### config.mk
export PLATFORM = sky130hd
export DESIGN_NAME = acs_command_status
export DESIGN_NICKNAME = d
export VERILOG_FILES = /design/src/acs_pkg.sv /design/src/acs_command_status.sv
export SDC_FILE = /design/constraint.sdc
export NUM_CORES = 1
export LEC_CHECK = 0
export BUFFER_PORTS_ARGS = -buffer_cell sky130_fd_sc_hd__buf_2
export CAP_MARGIN = 25
export CORE_MARGIN = 8
export CORE_UTILIZATION = 59
export DETAILED_ROUTE_END_ITERATION = 7
export PLACE_DENSITY = 0.86
export REMOVE_ABC_BUFFERS = 1
export SLEW_MARGIN = 20
export SYNTH_ARGS = -nofsm -noshare
export SYNTH_HDL_FRONTEND = slang
export SYNTH_SLANG_ARGS = --single-unit
### constraint.sdc
create_clock -name clk -period 6.23 [get_ports clk]
set_input_delay 0.9345 -clock clk [delete_from_list [all_inputs] [get_ports clk]]
set_output_delay 0.9345 -clock clk [all_outputs]
set_load 0.05 [all_outputs]
### src/acs_pkg.sv
package acs_pkg;

  // ==========================================================
  // Command byte layout
  localparam int unsigned ACS_CMD_WEN_BIT = 7;
  localparam int unsigned ACS_CMD_RD_BIT  = 6;
  localparam logic [5:0]  ACS_CMD_RESET   = 6'h00;

  // ==========================================================
  // Target register select codes
  localparam logic [5:0] ACS_SEL_STATUS  = 6'h00;
  localparam logic [5:0] ACS_SEL_MODE    = 6'h01;
  localparam logic [5:0] ACS_SEL_IFMODE  = 6'h02;
  localparam logic [5:0] ACS_SEL_CSUM    = 6'h03;
  localparam logic [5:0] ACS_SEL_DATA    = 6'h04;
  localparam logic [5:0] ACS_SEL_GPIO    = 6'h06;
  localparam logic [5:0] ACS_SEL_ID      = 6'h07;
  localparam logic [3:0] ACS_GRP_CHAN    = 4'h4;
  localparam logic [3:0] ACS_GRP_SETUP   = 4'h8;
  localparam logic [3:0] ACS_GRP_FILT    = 4'ha;
  localparam logic [3:0] ACS_GRP_OFFS    = 4'hc;
  localparam logic [3:0] ACS_GRP_GAIN    = 4'he;

  // ==========================================================
  // Transfer lengths in bits
  localparam logic [5:0] ACS_BITS_NONE = 6'h00;
  localparam logic [5:0] ACS_BITS_B1   = 6'h08;
  localparam logic [5:0] ACS_BITS_B2   = 6'h10;
  localparam logic [5:0] ACS_BITS_B3   = 6'h18;
  localparam logic [5:0] ACS_BITS_CMD  = 6'h08;

  // ==========================================================
  // Status byte layout and reset
  localparam int unsigned ACS_ST_RDY   = 7;
  localparam int unsigned ACS_ST_RANGE = 6;
  localparam int unsigned ACS_ST_CRC   = 5;
  localparam int unsigned ACS_ST_INTEG = 4;
  localparam logic [7:0]  ACS_STATUS_RESET = 8'h80;
  localparam logic [1:0]  ACS_ST_RSVD      = 2'h0;

  // ==========================================================
  // Result clamp levels, offset binary coding
  localparam logic [23:0] ACS_FS_POS = 24'hffffff;
  localparam logic [23:0] ACS_FS_NEG = 24'h000000;

  typedef enum logic [1:0]
  {
    ACS_CMD  = 2'b00,
    ACS_WR   = 2'b01,
    ACS_LD   = 2'b10,
    ACS_RD   = 2'b11
  } acs_state_t;

endpackage

### src/acs_command_status.sv
`timescale 1ns/1ps
module acs_command_status
  import acs_pkg::*;
(
  input  wire logic        clk,
  input  wire logic        rst,
  input  wire logic        sclk,
  input  wire logic        cs_n,
  input  wire logic        din,
  output logic             dout,
  output logic             dout_oe,
  output logic [5:0]       reg_sel,
  output logic             reg_wr_strobe,
  output logic [23:0]      reg_wr_data,
  input  wire logic [23:0] reg_rd_data,
  output logic             filter_restart,
  input  wire logic        result_valid,
  input  wire logic [23:0] result_data,
  input  wire logic [1:0]  result_chan,
  input  wire logic        result_over,
  input  wire logic        result_under,
  input  wire logic        cal_done,
  input  wire logic        wr_crc_mismatch,
  input  wire logic        append_status_en,
  input  wire logic        integ_check_en,
  input  wire logic [23:0] cfg_signature,
  output logic [7:0]       status_byte,
  output logic [23:0]      data_word
);

  // ==========================================================
  // Selector decode
  function automatic logic [5:0] acs_sel_bits(input logic [5:0] sel);
    logic [3:0] grp;
    grp = sel[5:2];
    // Zero length marks a selector the command stage refuses
    acs_sel_bits = ACS_BITS_NONE;
    case (sel)
      ACS_SEL_STATUS: acs_sel_bits = ACS_BITS_B1;
      ACS_SEL_MODE:   acs_sel_bits = ACS_BITS_B2;
      ACS_SEL_IFMODE: acs_sel_bits = ACS_BITS_B2;
      ACS_SEL_CSUM:   acs_sel_bits = ACS_BITS_B3;
      ACS_SEL_DATA:   acs_sel_bits = ACS_BITS_B3;
      ACS_SEL_GPIO:   acs_sel_bits = ACS_BITS_B2;
      ACS_SEL_ID:     acs_sel_bits = ACS_BITS_B2;
      default:        acs_sel_bits = ACS_BITS_NONE;
    endcase
    if (grp == ACS_GRP_CHAN || grp == ACS_GRP_SETUP)
      acs_sel_bits = ACS_BITS_B2;
    if (grp == ACS_GRP_FILT)
      acs_sel_bits = ACS_BITS_B2;
    if (grp == ACS_GRP_OFFS || grp == ACS_GRP_GAIN)
      acs_sel_bits = ACS_BITS_B3;
  endfunction

  typedef struct packed {
    // Two stages settle the pins, a third finds sclk edges
    logic        sclk_s1;
    logic        sclk_s2;
    logic        sclk_s3;
    logic        cs_s1;
    logic        cs_s2;
    logic        din_s1;
    logic        din_s2;
    acs_state_t  st;
    logic [5:0]  cnt;
    logic [5:0]  sel;
    logic [31:0] sh;
    logic        rdy_n;
    logic        range_f;
    logic        crc_f;
    logic        integ_f;
    logic [1:0]  chan;
    logic [23:0] data;
    logic [23:0] ref_sum;
    logic        integ_en_d;
    logic        wr_strobe;
    logic [23:0] wr_data;
    logic        mode_wr;
    logic        dout;
    logic        dout_oe;
  } acs_regs_t;

  // ==========================================================
  // Status byte packing, shared by read path and port
  function automatic logic [7:0] acs_pack_status(input acs_regs_t r);
    acs_pack_status = {r.rdy_n, r.range_f, r.crc_f, r.integ_f,
                       ACS_ST_RSVD, r.chan};
  endfunction

  acs_regs_t r_ff;
  acs_regs_t nxt_r;

  logic       sclk_rise;
  logic       sclk_fall;
  logic [7:0] stat;
  logic [7:0] cmd_byte;
  logic [5:0] nbits;

  // ==========================================================
  // Next state
  always_comb
  begin
    nxt_r = r_ff;
    // Strobes default low: one-cycle pulses
    nxt_r.wr_strobe = 1'b0;
    nxt_r.mode_wr   = 1'b0;

    // Link pins pass two flops before any use
    nxt_r.sclk_s1 = sclk;
    nxt_r.sclk_s2 = r_ff.sclk_s1;
    nxt_r.sclk_s3 = r_ff.sclk_s2;
    nxt_r.cs_s1   = cs_n;
    nxt_r.cs_s2   = r_ff.cs_s1;
    nxt_r.din_s1  = din;
    nxt_r.din_s2  = r_ff.din_s1;

    // Edges only from the settled stages
    sclk_rise = r_ff.sclk_s2 & ~r_ff.sclk_s3;
    sclk_fall = ~r_ff.sclk_s2 & r_ff.sclk_s3;
    stat = acs_pack_status(r_ff);
    cmd_byte = {r_ff.sh[6:0], r_ff.din_s2};
    nbits = acs_sel_bits(cmd_byte[5:0]);

    if (r_ff.st != ACS_RD)
      nxt_r.dout = r_ff.rdy_n;
    // Enable lags the synced select by a cycle
    nxt_r.dout_oe = ~r_ff.cs_s2;

    case (r_ff.st)
      ACS_CMD:
      begin
        if (sclk_rise)
        begin
          nxt_r.sh  = {r_ff.sh[30:0], r_ff.din_s2};
          nxt_r.cnt = r_ff.cnt - 6'h01;
          if (r_ff.cnt == 6'h01)
          begin
            nxt_r.cnt = ACS_BITS_CMD;
            nxt_r.sel = cmd_byte[5:0];
            // A refused byte still loads sel and restarts the count
            // enable bit must be low
            if (!cmd_byte[ACS_CMD_WEN_BIT] && nbits != ACS_BITS_NONE)
            begin
              if (cmd_byte[ACS_CMD_RD_BIT])
                nxt_r.st = ACS_LD;
              else
              begin
                nxt_r.st  = ACS_WR;
                nxt_r.cnt = nbits;
                // Cleared so short payloads land right aligned
                nxt_r.sh  = 32'h00000000;
              end
            end
          end
        end
      end
      ACS_WR:
      begin
        if (sclk_rise)
        begin
          nxt_r.sh  = {r_ff.sh[30:0], r_ff.din_s2};
          nxt_r.cnt = r_ff.cnt - 6'h01;
          if (r_ff.cnt == 6'h01)
          begin
            nxt_r.st  = ACS_CMD;
            nxt_r.cnt = ACS_BITS_CMD;
            if (r_ff.sel != ACS_SEL_STATUS)
            begin
              nxt_r.wr_strobe = 1'b1;
              nxt_r.wr_data   = {r_ff.sh[22:0], r_ff.din_s2};
            end
            if (r_ff.sel == ACS_SEL_MODE)
            begin
              nxt_r.mode_wr = 1'b1;
              nxt_r.rdy_n   = 1'b1;
            end
          end
        end
      end
      ACS_LD:
      begin
        // One cycle lets reg_sel settle before rd data is taken
        nxt_r.st  = ACS_RD;
        nxt_r.cnt = acs_sel_bits(r_ff.sel);
        case (acs_sel_bits(r_ff.sel))
          ACS_BITS_B3: nxt_r.sh = {reg_rd_data, 8'h00};
          default:     nxt_r.sh = {reg_rd_data[15:0], 16'h0000};
        endcase
        if (r_ff.sel == ACS_SEL_STATUS)
        begin
          nxt_r.sh    = {stat, 24'h000000};
          nxt_r.crc_f = 1'b0;
        end
        if (r_ff.sel == ACS_SEL_DATA)
        begin
          nxt_r.sh = {r_ff.data, 8'h00};
          if (append_status_en)
          begin
            nxt_r.sh  = {r_ff.data, stat};
            nxt_r.cnt = ACS_BITS_B3 + ACS_BITS_B1;
          end
          // Raised at load: a result mid-read still drops it
          // data read raises flag
          nxt_r.rdy_n = 1'b1;
        end
      end
      ACS_RD:
      begin
        // Bit moves on the fall, host takes it on the rise
        if (sclk_fall && r_ff.cnt != 6'h00)
        begin
          nxt_r.dout = r_ff.sh[31];
          nxt_r.sh   = {r_ff.sh[30:0], 1'b0};
          nxt_r.cnt  = r_ff.cnt - 6'h01;
        end
        if (sclk_rise && r_ff.cnt == 6'h00)
        begin
          nxt_r.st  = ACS_CMD;
          nxt_r.cnt = ACS_BITS_CMD;
        end
      end
      default:
      begin
        nxt_r.st  = ACS_CMD;
        nxt_r.cnt = ACS_BITS_CMD;
      end
    endcase

    // Deselect aborts any frame
    // Count restarts, so no stale partial command
    if (r_ff.cs_s2)
    begin
      nxt_r.st  = ACS_CMD;
      nxt_r.cnt = ACS_BITS_CMD;
    end

    // Events come last so they win over frame updates in the same cycle
    if (result_valid)
    begin
      if (result_over)
        nxt_r.data = ACS_FS_POS;
      else if (result_under)
        nxt_r.data = ACS_FS_NEG;
      else
        nxt_r.data = result_data;
      nxt_r.range_f = result_over | result_under;
      nxt_r.chan = result_chan;
    end
    if (result_valid || cal_done)
      nxt_r.rdy_n = 1'b0;
    if (wr_crc_mismatch)
      nxt_r.crc_f = 1'b1;

    // reference taken on enable
    // Reference taken once, on the rising enable
    nxt_r.integ_en_d = integ_check_en;
    if (integ_check_en && !r_ff.integ_en_d)
      nxt_r.ref_sum = cfg_signature;
    else if (integ_check_en && cfg_signature != r_ff.ref_sum)
      nxt_r.integ_f = 1'b1;
    if (!integ_check_en)
      nxt_r.integ_f = 1'b0;
  end

  // ==========================================================
  // State register
  always_ff @(posedge clk or posedge rst)
  begin
    if (rst)
    begin
      r_ff         <= '0;
      // Clock and select lines idle high, so no false edge after reset
      r_ff.sclk_s1 <= 1'b1;
      r_ff.sclk_s2 <= 1'b1;
      r_ff.sclk_s3 <= 1'b1;
      r_ff.cs_s1   <= 1'b1;
      r_ff.cs_s2   <= 1'b1;
      r_ff.st      <= ACS_CMD;
      r_ff.cnt     <= ACS_BITS_CMD;
      r_ff.sel     <= ACS_CMD_RESET;
      r_ff.rdy_n   <= ACS_STATUS_RESET[ACS_ST_RDY];
      r_ff.dout    <= ACS_STATUS_RESET[ACS_ST_RDY];
    end
    else
    begin
      r_ff <= nxt_r;
    end
  end

  // ==========================================================
  // Outputs, all straight from flops
  assign dout           = r_ff.dout;
  assign dout_oe        = r_ff.dout_oe;
  assign reg_sel        = r_ff.sel;
  assign reg_wr_strobe  = r_ff.wr_strobe;
  assign reg_wr_data    = r_ff.wr_data;
  assign filter_restart = r_ff.mode_wr;
  assign status_byte    = acs_pack_status(r_ff);
  assign data_word      = r_ff.data;

endmodule

==> summary.md, run 1 <==
| Metric | Value |
|---|---|
| Hold Path Depth | 0 |
| CTS Root Cell | clkbuf_16 |
| WL final | 17.8 mm |
| Clock latency on the worst-skew pair | 0.42 ns |
| Post-synth ARST share | 1.00 |
| Storage element area | 3410 µm² |
| F_max | 370 MHz |
| Met1 Resource Use GR | 0.264 |
| Vias | 5461 |
| Share of cells above drive strength 1 | 0.356 |
| Largest net degree at the start of global routing | 84 |
| CTS Buf Count | 17 |
| Final Skew | 0.0116 ns |
| Port buffer count | 149 |
| DR pass1 iterations | 5 |
| CTS tree | yes |
| Vias in the first global route | 5620 |
| Sequential fraction of the synthesis area | 0.489 |
| GRT Util Overall | 0.228 |
| PD cells | 293 nW/µm² |
| Max FO, Critical Path | 26 |
| Static Leak | 3.59 nW |
| Max-cap violation count | 0 |
| Post-synthesis register bit count | 136 |
| Post-synthesis instance total | 680 |
| # rows | 39 |
| Critical path class | flop to flop |
| Filler Cell Count | 853 |
| Yosys Warn Count | 0 |
| Post-synth EDFFs | 0 |
| Die Area | 15600 µm² |
| First-pass GRT wire length | 28.7 mm |
| Via density | 6.03 |
| WL per Instance | 19.7 µm |
| Drc violations | 0 |
| Max VDD drop | 0.271 mV |
| HPWL Detailed | 12.6 mm |
| Die width | 125 µm |
| Synth area leaders | dfrtp_1 (46%), mux2_2 (11%), buf_4 (6.7%) |
| Post-layout min period | 2.70 ns |
| Cell with the most instances after synthesis | dfrtp_1 |
| Slew margin rel. | 0.379 |
| Hold/Removal Path Class | flop to flop |
| WP data required | 6.57 ns |
| Clock Pin Slew Worst Setup and Hold Paths | 0.06 ns |
| Worst Path Arrival | 3.04 ns |
| Main synth FF type | dfrtp_1 |
| Ant diodes | 0 |
| CTS Buffer Depth | 2 |
| Synth top cells by count | dfrtp_1 (128), a21oi_1 (78), nor2_1 (71) |
| CP endpoint kind | flop |
| # resized after CTS | 0 |
| Setup bufs post-CTS | 0 |
| Final number of setup-violating endpoints | 0 |
| Initial antenna violation count | 0 |
| Post-Syn Area per Cell | 10.3 µm² |
| Initial drt markers | 617 |
| Total Neg Setup Slack | 0 ns |
| # clock sinks | 136 |
| Core ar. | 11500 µm² |
| Final hold vios | 0 |
| GR Layer Usage met2 | 0.381 |
| Cts hold-fix bufs | 0 |
| RSZ-0062 raised after global routing | no |
| NumNets Final | 838 |
| Initial Util | 0.608 |
| Worst setup SP type | flop |
| Cell accounting for the most synthesized area | dfrtp_1 |
| Post-Place Cells | 873 |
| Unique masters post-synth | 55 |
| Congestion Overflow GR | 0 |
| Synthesis-to-layout area growth | 12.7% |
| Number of cells on the worst reg-to-reg path | 5 |
| Final WS setup | 3.53 ns |
| Dpl ws | 2.98 ns |
| Met3 usage | 0.0753 |
| Top Ports | 152 |
| GPL Wtd Cong | 0.926 |
| Gr busiest metal | met2 |
| Status | finished, final reports clean |
| Final Hold Slack | 0.345 ns |
| Final slew viol count | 0 |
| Area of the multi-input gates | 2880 µm² |
| Yosys top cell area share | 0.459 |
| Routed Antenna Nets | 0 |
| Fin cells | 906 |
| Htree depth | 4 |
| Syn Std Cell Area | 6980 µm² |
| Die height | 125 µm |
| Fin crit share | 0.434 |
| Worst-margin pin slew | 0.931 ns |
-- critical path, cell delays in order (launching register included) --
cell and delay (ns):
dfrtp_1 0.64, nand2b_1 0.37, nor2_1 0.70, and2_0 0.53, a221oi_1 0.17, a21oi_1 0.20
-- state kept, by name (all words and copies together) (netlist names) --
name / flops
reg_sel: 6
data_word: 24
reg_wr_strobe: 1
nxt_r: 4
filter_restart: 1
r_ff: 60
cmd_byte: 8
dout_oe: 1
status_byte: 6
dout: 1
reg_wr_data: 24
-- routing by layer --
layer  wire length [µm]  vias to the layer above
li1                   -                     2467
met1               6910                     2671
met2               9050                      282
met3               1440                       41
met4                409                        0
met5                  0                        -
-- per-stage QoR --
step | cell area (µm²) | total power [mW] | util
2_1_floorplan | 6310 | 1.24 | -
3_3_place_gp | 7270 | 1.34 | 0.634
3_5_place_dp | 7280 | 1.36 | 0.635
6_report | 7870 | 2.31 | 0.686
5_1_grt | 7870 | 2.39 | 0.686
4_1_cts | 7850 | 2.31 | 0.684
-- placed cells by master, fill, tap and decap left out, types with 3 or more instances in the layout --
| cell | instances |
|---|---|
| a211o_1 | 6 |
| a21oi_1 | 78 |
| a221oi_1 | 15 |
| a31oi_1 | 14 |
| a32oi_1 | 6 |
| buf_2 | 149 |
| buf_4 | 4 |
| clkbuf_16 | 17 |
| clkbuf_8 | 3 |
| clkinv_2 | 3 |
| clkinvlp_4 | 3 |
| dfrtp_1 | 128 |
| dfstp_2 | 8 |
| inv_1 | 7 |
| inv_6 | 3 |
| mux2_2 | 66 |
| mux2i_1 | 6 |
| nand2_1 | 39 |
| nand2b_1 | 5 |
| nand3_1 | 6 |
| nand4_1 | 4 |
| nor2_1 | 69 |
| nor2b_1 | 6 |
| nor3_1 | 7 |
| nor3b_1 | 3 |
| nor4_1 | 6 |
| o21ai_0 | 30 |
| xnor2_1 | 16 |
| xor2_1 | 8 |
-- power breakdown --
part,total [mW],switching [mW],leakage [nW],internal [mW]
Combinational,0.328,0.206,1.66,0.122
Clock,0.958,0.378,0.273,0.581
Sequential,1.02,0.0637,1.66,0.955
-- path summary, 6_finish.rpt --
check	startpoint	endpoint	slack, ns
max	r_ff[127]	r_ff[92]	3.53
min	nxt_r[129]	cmd_byte[0]	0.35
max reg2reg	r_ff[127]	r_ff[92]	3.53
min reg2reg	nxt_r[129]	cmd_byte[0]	0.35
max in group asynchronous	rst	r_ff[123]	4.42
min in group asynchronous	rst	r_ff[52]	0.64
-- cell type report --
class | instances | share of cell area
Sequential cell | 136 | 0.434
Multi-Input combinational cell | 433 | 0.367
Timing Repair Buffer | 154 | 0.100
Clock buffer | 22 | 0.0603
Tap cell | 143 | 0.0227
Clock inverter | 10 | 0.0119
Inverter | 8 | 0.00445
-- kinds of logic (layout without fill, tap and decap cells) --
logic type                 after synthesis  count (layout)  share of synthesized area
other                                    1               2                   0.000538
xor gates and xnor gates                24              24                     0.0301
DFF                                    136             136                      0.489
buffers and inverters                  112             194                      0.101
adders and majority gates                2               2                    0.00359
muxes                                   74              74                      0.118
AOI/OAI and AO/OA                      165             165                      0.144
and+or+nand+nor                        166             166                      0.113
Note: power is estimated with default switching activity, not from simulation.
==> run 2: changes to the inputs <==
- CORE_UTILIZATION: 59 -> 50
- PLACE_DENSITY: 0.86 -> 0.77
- clock period: 6.23 -> 2.4 ns (I/O delays scaled with it)
==> summary.md, run 2 (synthesized netlist as in run 1, its figures left out) <==
| Metric | Value |
|---|---|
| Status | finished, final reports clean |
| GRT Util Overall | 0.206 (-0.0222) |
| Htree depth | 4 (unchanged) |
| Clock latency on the worst-skew pair | 0.43 ns (about the same) |
| CTS Buffer Depth | 2 (unchanged) |
| Fin crit share | 0.948 (+0.514) |
| Sw Pwr | 1.69 mW (+160%) |
| Share of cells above drive strength 1 | 0.375 (+0.0190) |
| Total Neg Setup Slack | 0 ns (unchanged) |
| Static Leak | 3.70 nW (+3.2%) |
| Clock Power Share | 0.417 (about the same) |
| CTS tree | yes |
| Final number of setup-violating endpoints | 0 (unchanged) |
| HPWL Detailed | 13.0 mm (+3.2%) |
| Synthesis-to-layout area growth | 16.2% |
| WL per Instance | 18.7 µm (-5.0%) |
| Critical path class | flop to flop |
| Worst Path Arrival | 2.62 ns (-0.42 ns) |
| CP endpoint kind | flop |
| Max FO, Critical Path | 6 (-77%) |
| Comb power frac | 0.146 (+0.004) |
| Commonest non-fill, non-tap cells in the layout | buf_2 (149), dfrtp_1 (128), a21oi_1 (78) |
| PD cells | 744 nW/µm² (+150%) |
| # rows | 43 (+10%) |
| F_max | 440 MHz (+19%) |
| CTS Buf Count | 17 (unchanged) |
| Initial Util | 0.507 (-0.102) |
| Post-layout min period | 2.27 ns (-0.430 ns) |
| Initial antenna violation count | 1 (+1) |
| Final WS setup | 0.126 ns (-3.40 ns) |
| Sequential share of power | 0.437 (-0.005) |
| Post-Place Cells | 931 (+6.6%) |
| DR pass1 iterations | 5 (unchanged) |
| Setup bufs post-CTS | 0 (unchanged) |
| Via density | 5.61 (-7.0%) |
| Ant diodes | 0 (unchanged) |
| # resized after CTS | 0 (unchanged) |
| Core ar. | 13800 µm² (+20%) |
| Dpl ws | 0.122 ns (-2.86 ns) |
| Top Ports | 152 (unchanged) |
| GPL Wtd Cong | 0.873 (-5.8%) |
| Drc violations | 0 (unchanged) |
| Worst-margin pin slew | 0.813 ns (-0.117 ns) |
| Max reg flops | 60 (unchanged) |
| Port buffer count | 149 (unchanged) |
| Final hold vios | 0 (unchanged) |
| Most flops, register | r_ff |
| Routed Antenna Nets | 0 (unchanged) |
| NumNets Final | 858 (+2.4%) |
| Clock Pin Slew Worst Setup and Hold Paths | 0.06 ns (about the same) |
| Final slew viol count | 0 (unchanged) |
| Initial drt markers | 561 (-9.1%) |
| Fin cells | 963 (+6.3%) |
| Die width | 134 µm (+7.5%) |
| Die height | 134 µm (+7.5%) |
| RSZ-0062 raised after global routing | no |
| # clock sinks | 136 (unchanged) |
| Switching share of total power | 0.279 (-0.00143) |
| Worst setup SP type | flop |
| Int Power | 4.35 mW (+160%) |
| Final Hold Slack | 0.0323 ns (-0.313 ns) |
| Congestion Overflow GR | 0 (unchanged) |
| Max-cap violation count | 0 (unchanged) |
| Final Skew | 0.00676 ns (-0.00480 ns) |
| Most common cell after layout, fill and taps aside | buf_2 |
| Vias in the first global route | 5518 (-1.8%) |
| Die Area | 18000 µm² (+16%) |
| First-pass GRT wire length | 29.0 mm (+1.1%) |
| CTS Root Cell | clkbuf_16 |
| Cts hold-fix bufs | 0 (unchanged) |
| Slew margin rel. | 0.457 (+0.0777) |
| WP data required | 2.75 ns (-3.82 ns) |
| Largest net degree at the start of global routing | 75 (-11%) |
| WL final | 18.0 mm (+0.94%) |
| Max VDD drop | 0.541 mV (+99%) |
| Hold/Removal Path Class | primary input to flop |
| Vias | 5400 (-1.1%) |
[run 2: changes by cell type in the layout (fill, tap and decap cells not counted), moves of 2 or more]
cell,previous run,this run
clkbuf_1,2,0
clkinvlp_4,3,5
buf_12,0,4
buf_4,4,21
[run 2: power by group through the flow]
stage	combinational, mW	sequential, mW	clock (mW)
after global routing	0.959	2.66	2.67
final	0.879	2.64	2.52
after detailed placement	0.879	2.67	0
after global placement	0.859	2.66	0
after floorplan	0.413	2.80	0
after CTS	0.885	2.63	2.57
[run 2: through the flow]
step | instance area (µm²) | utilization | power [mW]
2_1_floorplan | 6310 | - | 3.21
3_3_place_gp | 7530 | 0.547 | 3.52
3_5_place_dp | 7530 | 0.547 | 3.55
4_1_cts | 8110 | 0.589 | 6.09
5_1_grt | 8110 | 0.589 | 6.29
6_report | 8110 | 0.589 | 6.03
[run 2: area by class of cell]
type	instances	area (µm²)
Fill cell	1158	5670
Sequential cell	136	3410
Multi-Input combinational cell	433	2870
Timing Repair Buffer	174	983
Clock buffer	21	480
Tap cell	180	225
Clock inverter	11	96.3
Inverter	8	35.0
[run 2: critical path, stage by stage, from the launching register on]
cell and delay [ns]:
dfrtp_1 0.40, inv_1 0.08, ha_1 0.21, nor3b_2 0.18, and3_1 0.24, a211oi_4 0.33, o21ai_2 0.11, or4_1 0.47
a31oi_1 0.16
[run 2: final timing paths]
| check | startpoint | endpoint | slack, ns | cells after the start |
|---|---|---|---|---|
| max reg2reg | r_ff[121] | r_ff[126] | 0.13 | 8 |
| max | r_ff[121] | r_ff[126] | 0.13 | 8 |
| min in group asynchronous | rst | r_ff[36] | 0.04 | 2 |
| min | sclk | nxt_r[134] | 0.03 | 1 |
| min reg2reg | nxt_r[129] | cmd_byte[0] | 0.35 | 0 |
| max in group asynchronous | rst | data_word[9] | 1.71 | 3 |
[run 2: layer usage]
| metal | vias to the layer above | global-route usage | wire length [µm] |
|---|---|---|---|
| li1 | 2513 | - | - |
| met1 | 2614 | 0.249 | 7350 |
| met2 | 234 | 0.333 | 8770 |
| met3 | 37 | 0.0606 | 1370 |
| met4 | 2 | 0.0923 | 466 |
| met5 | - | 0 | 13 |
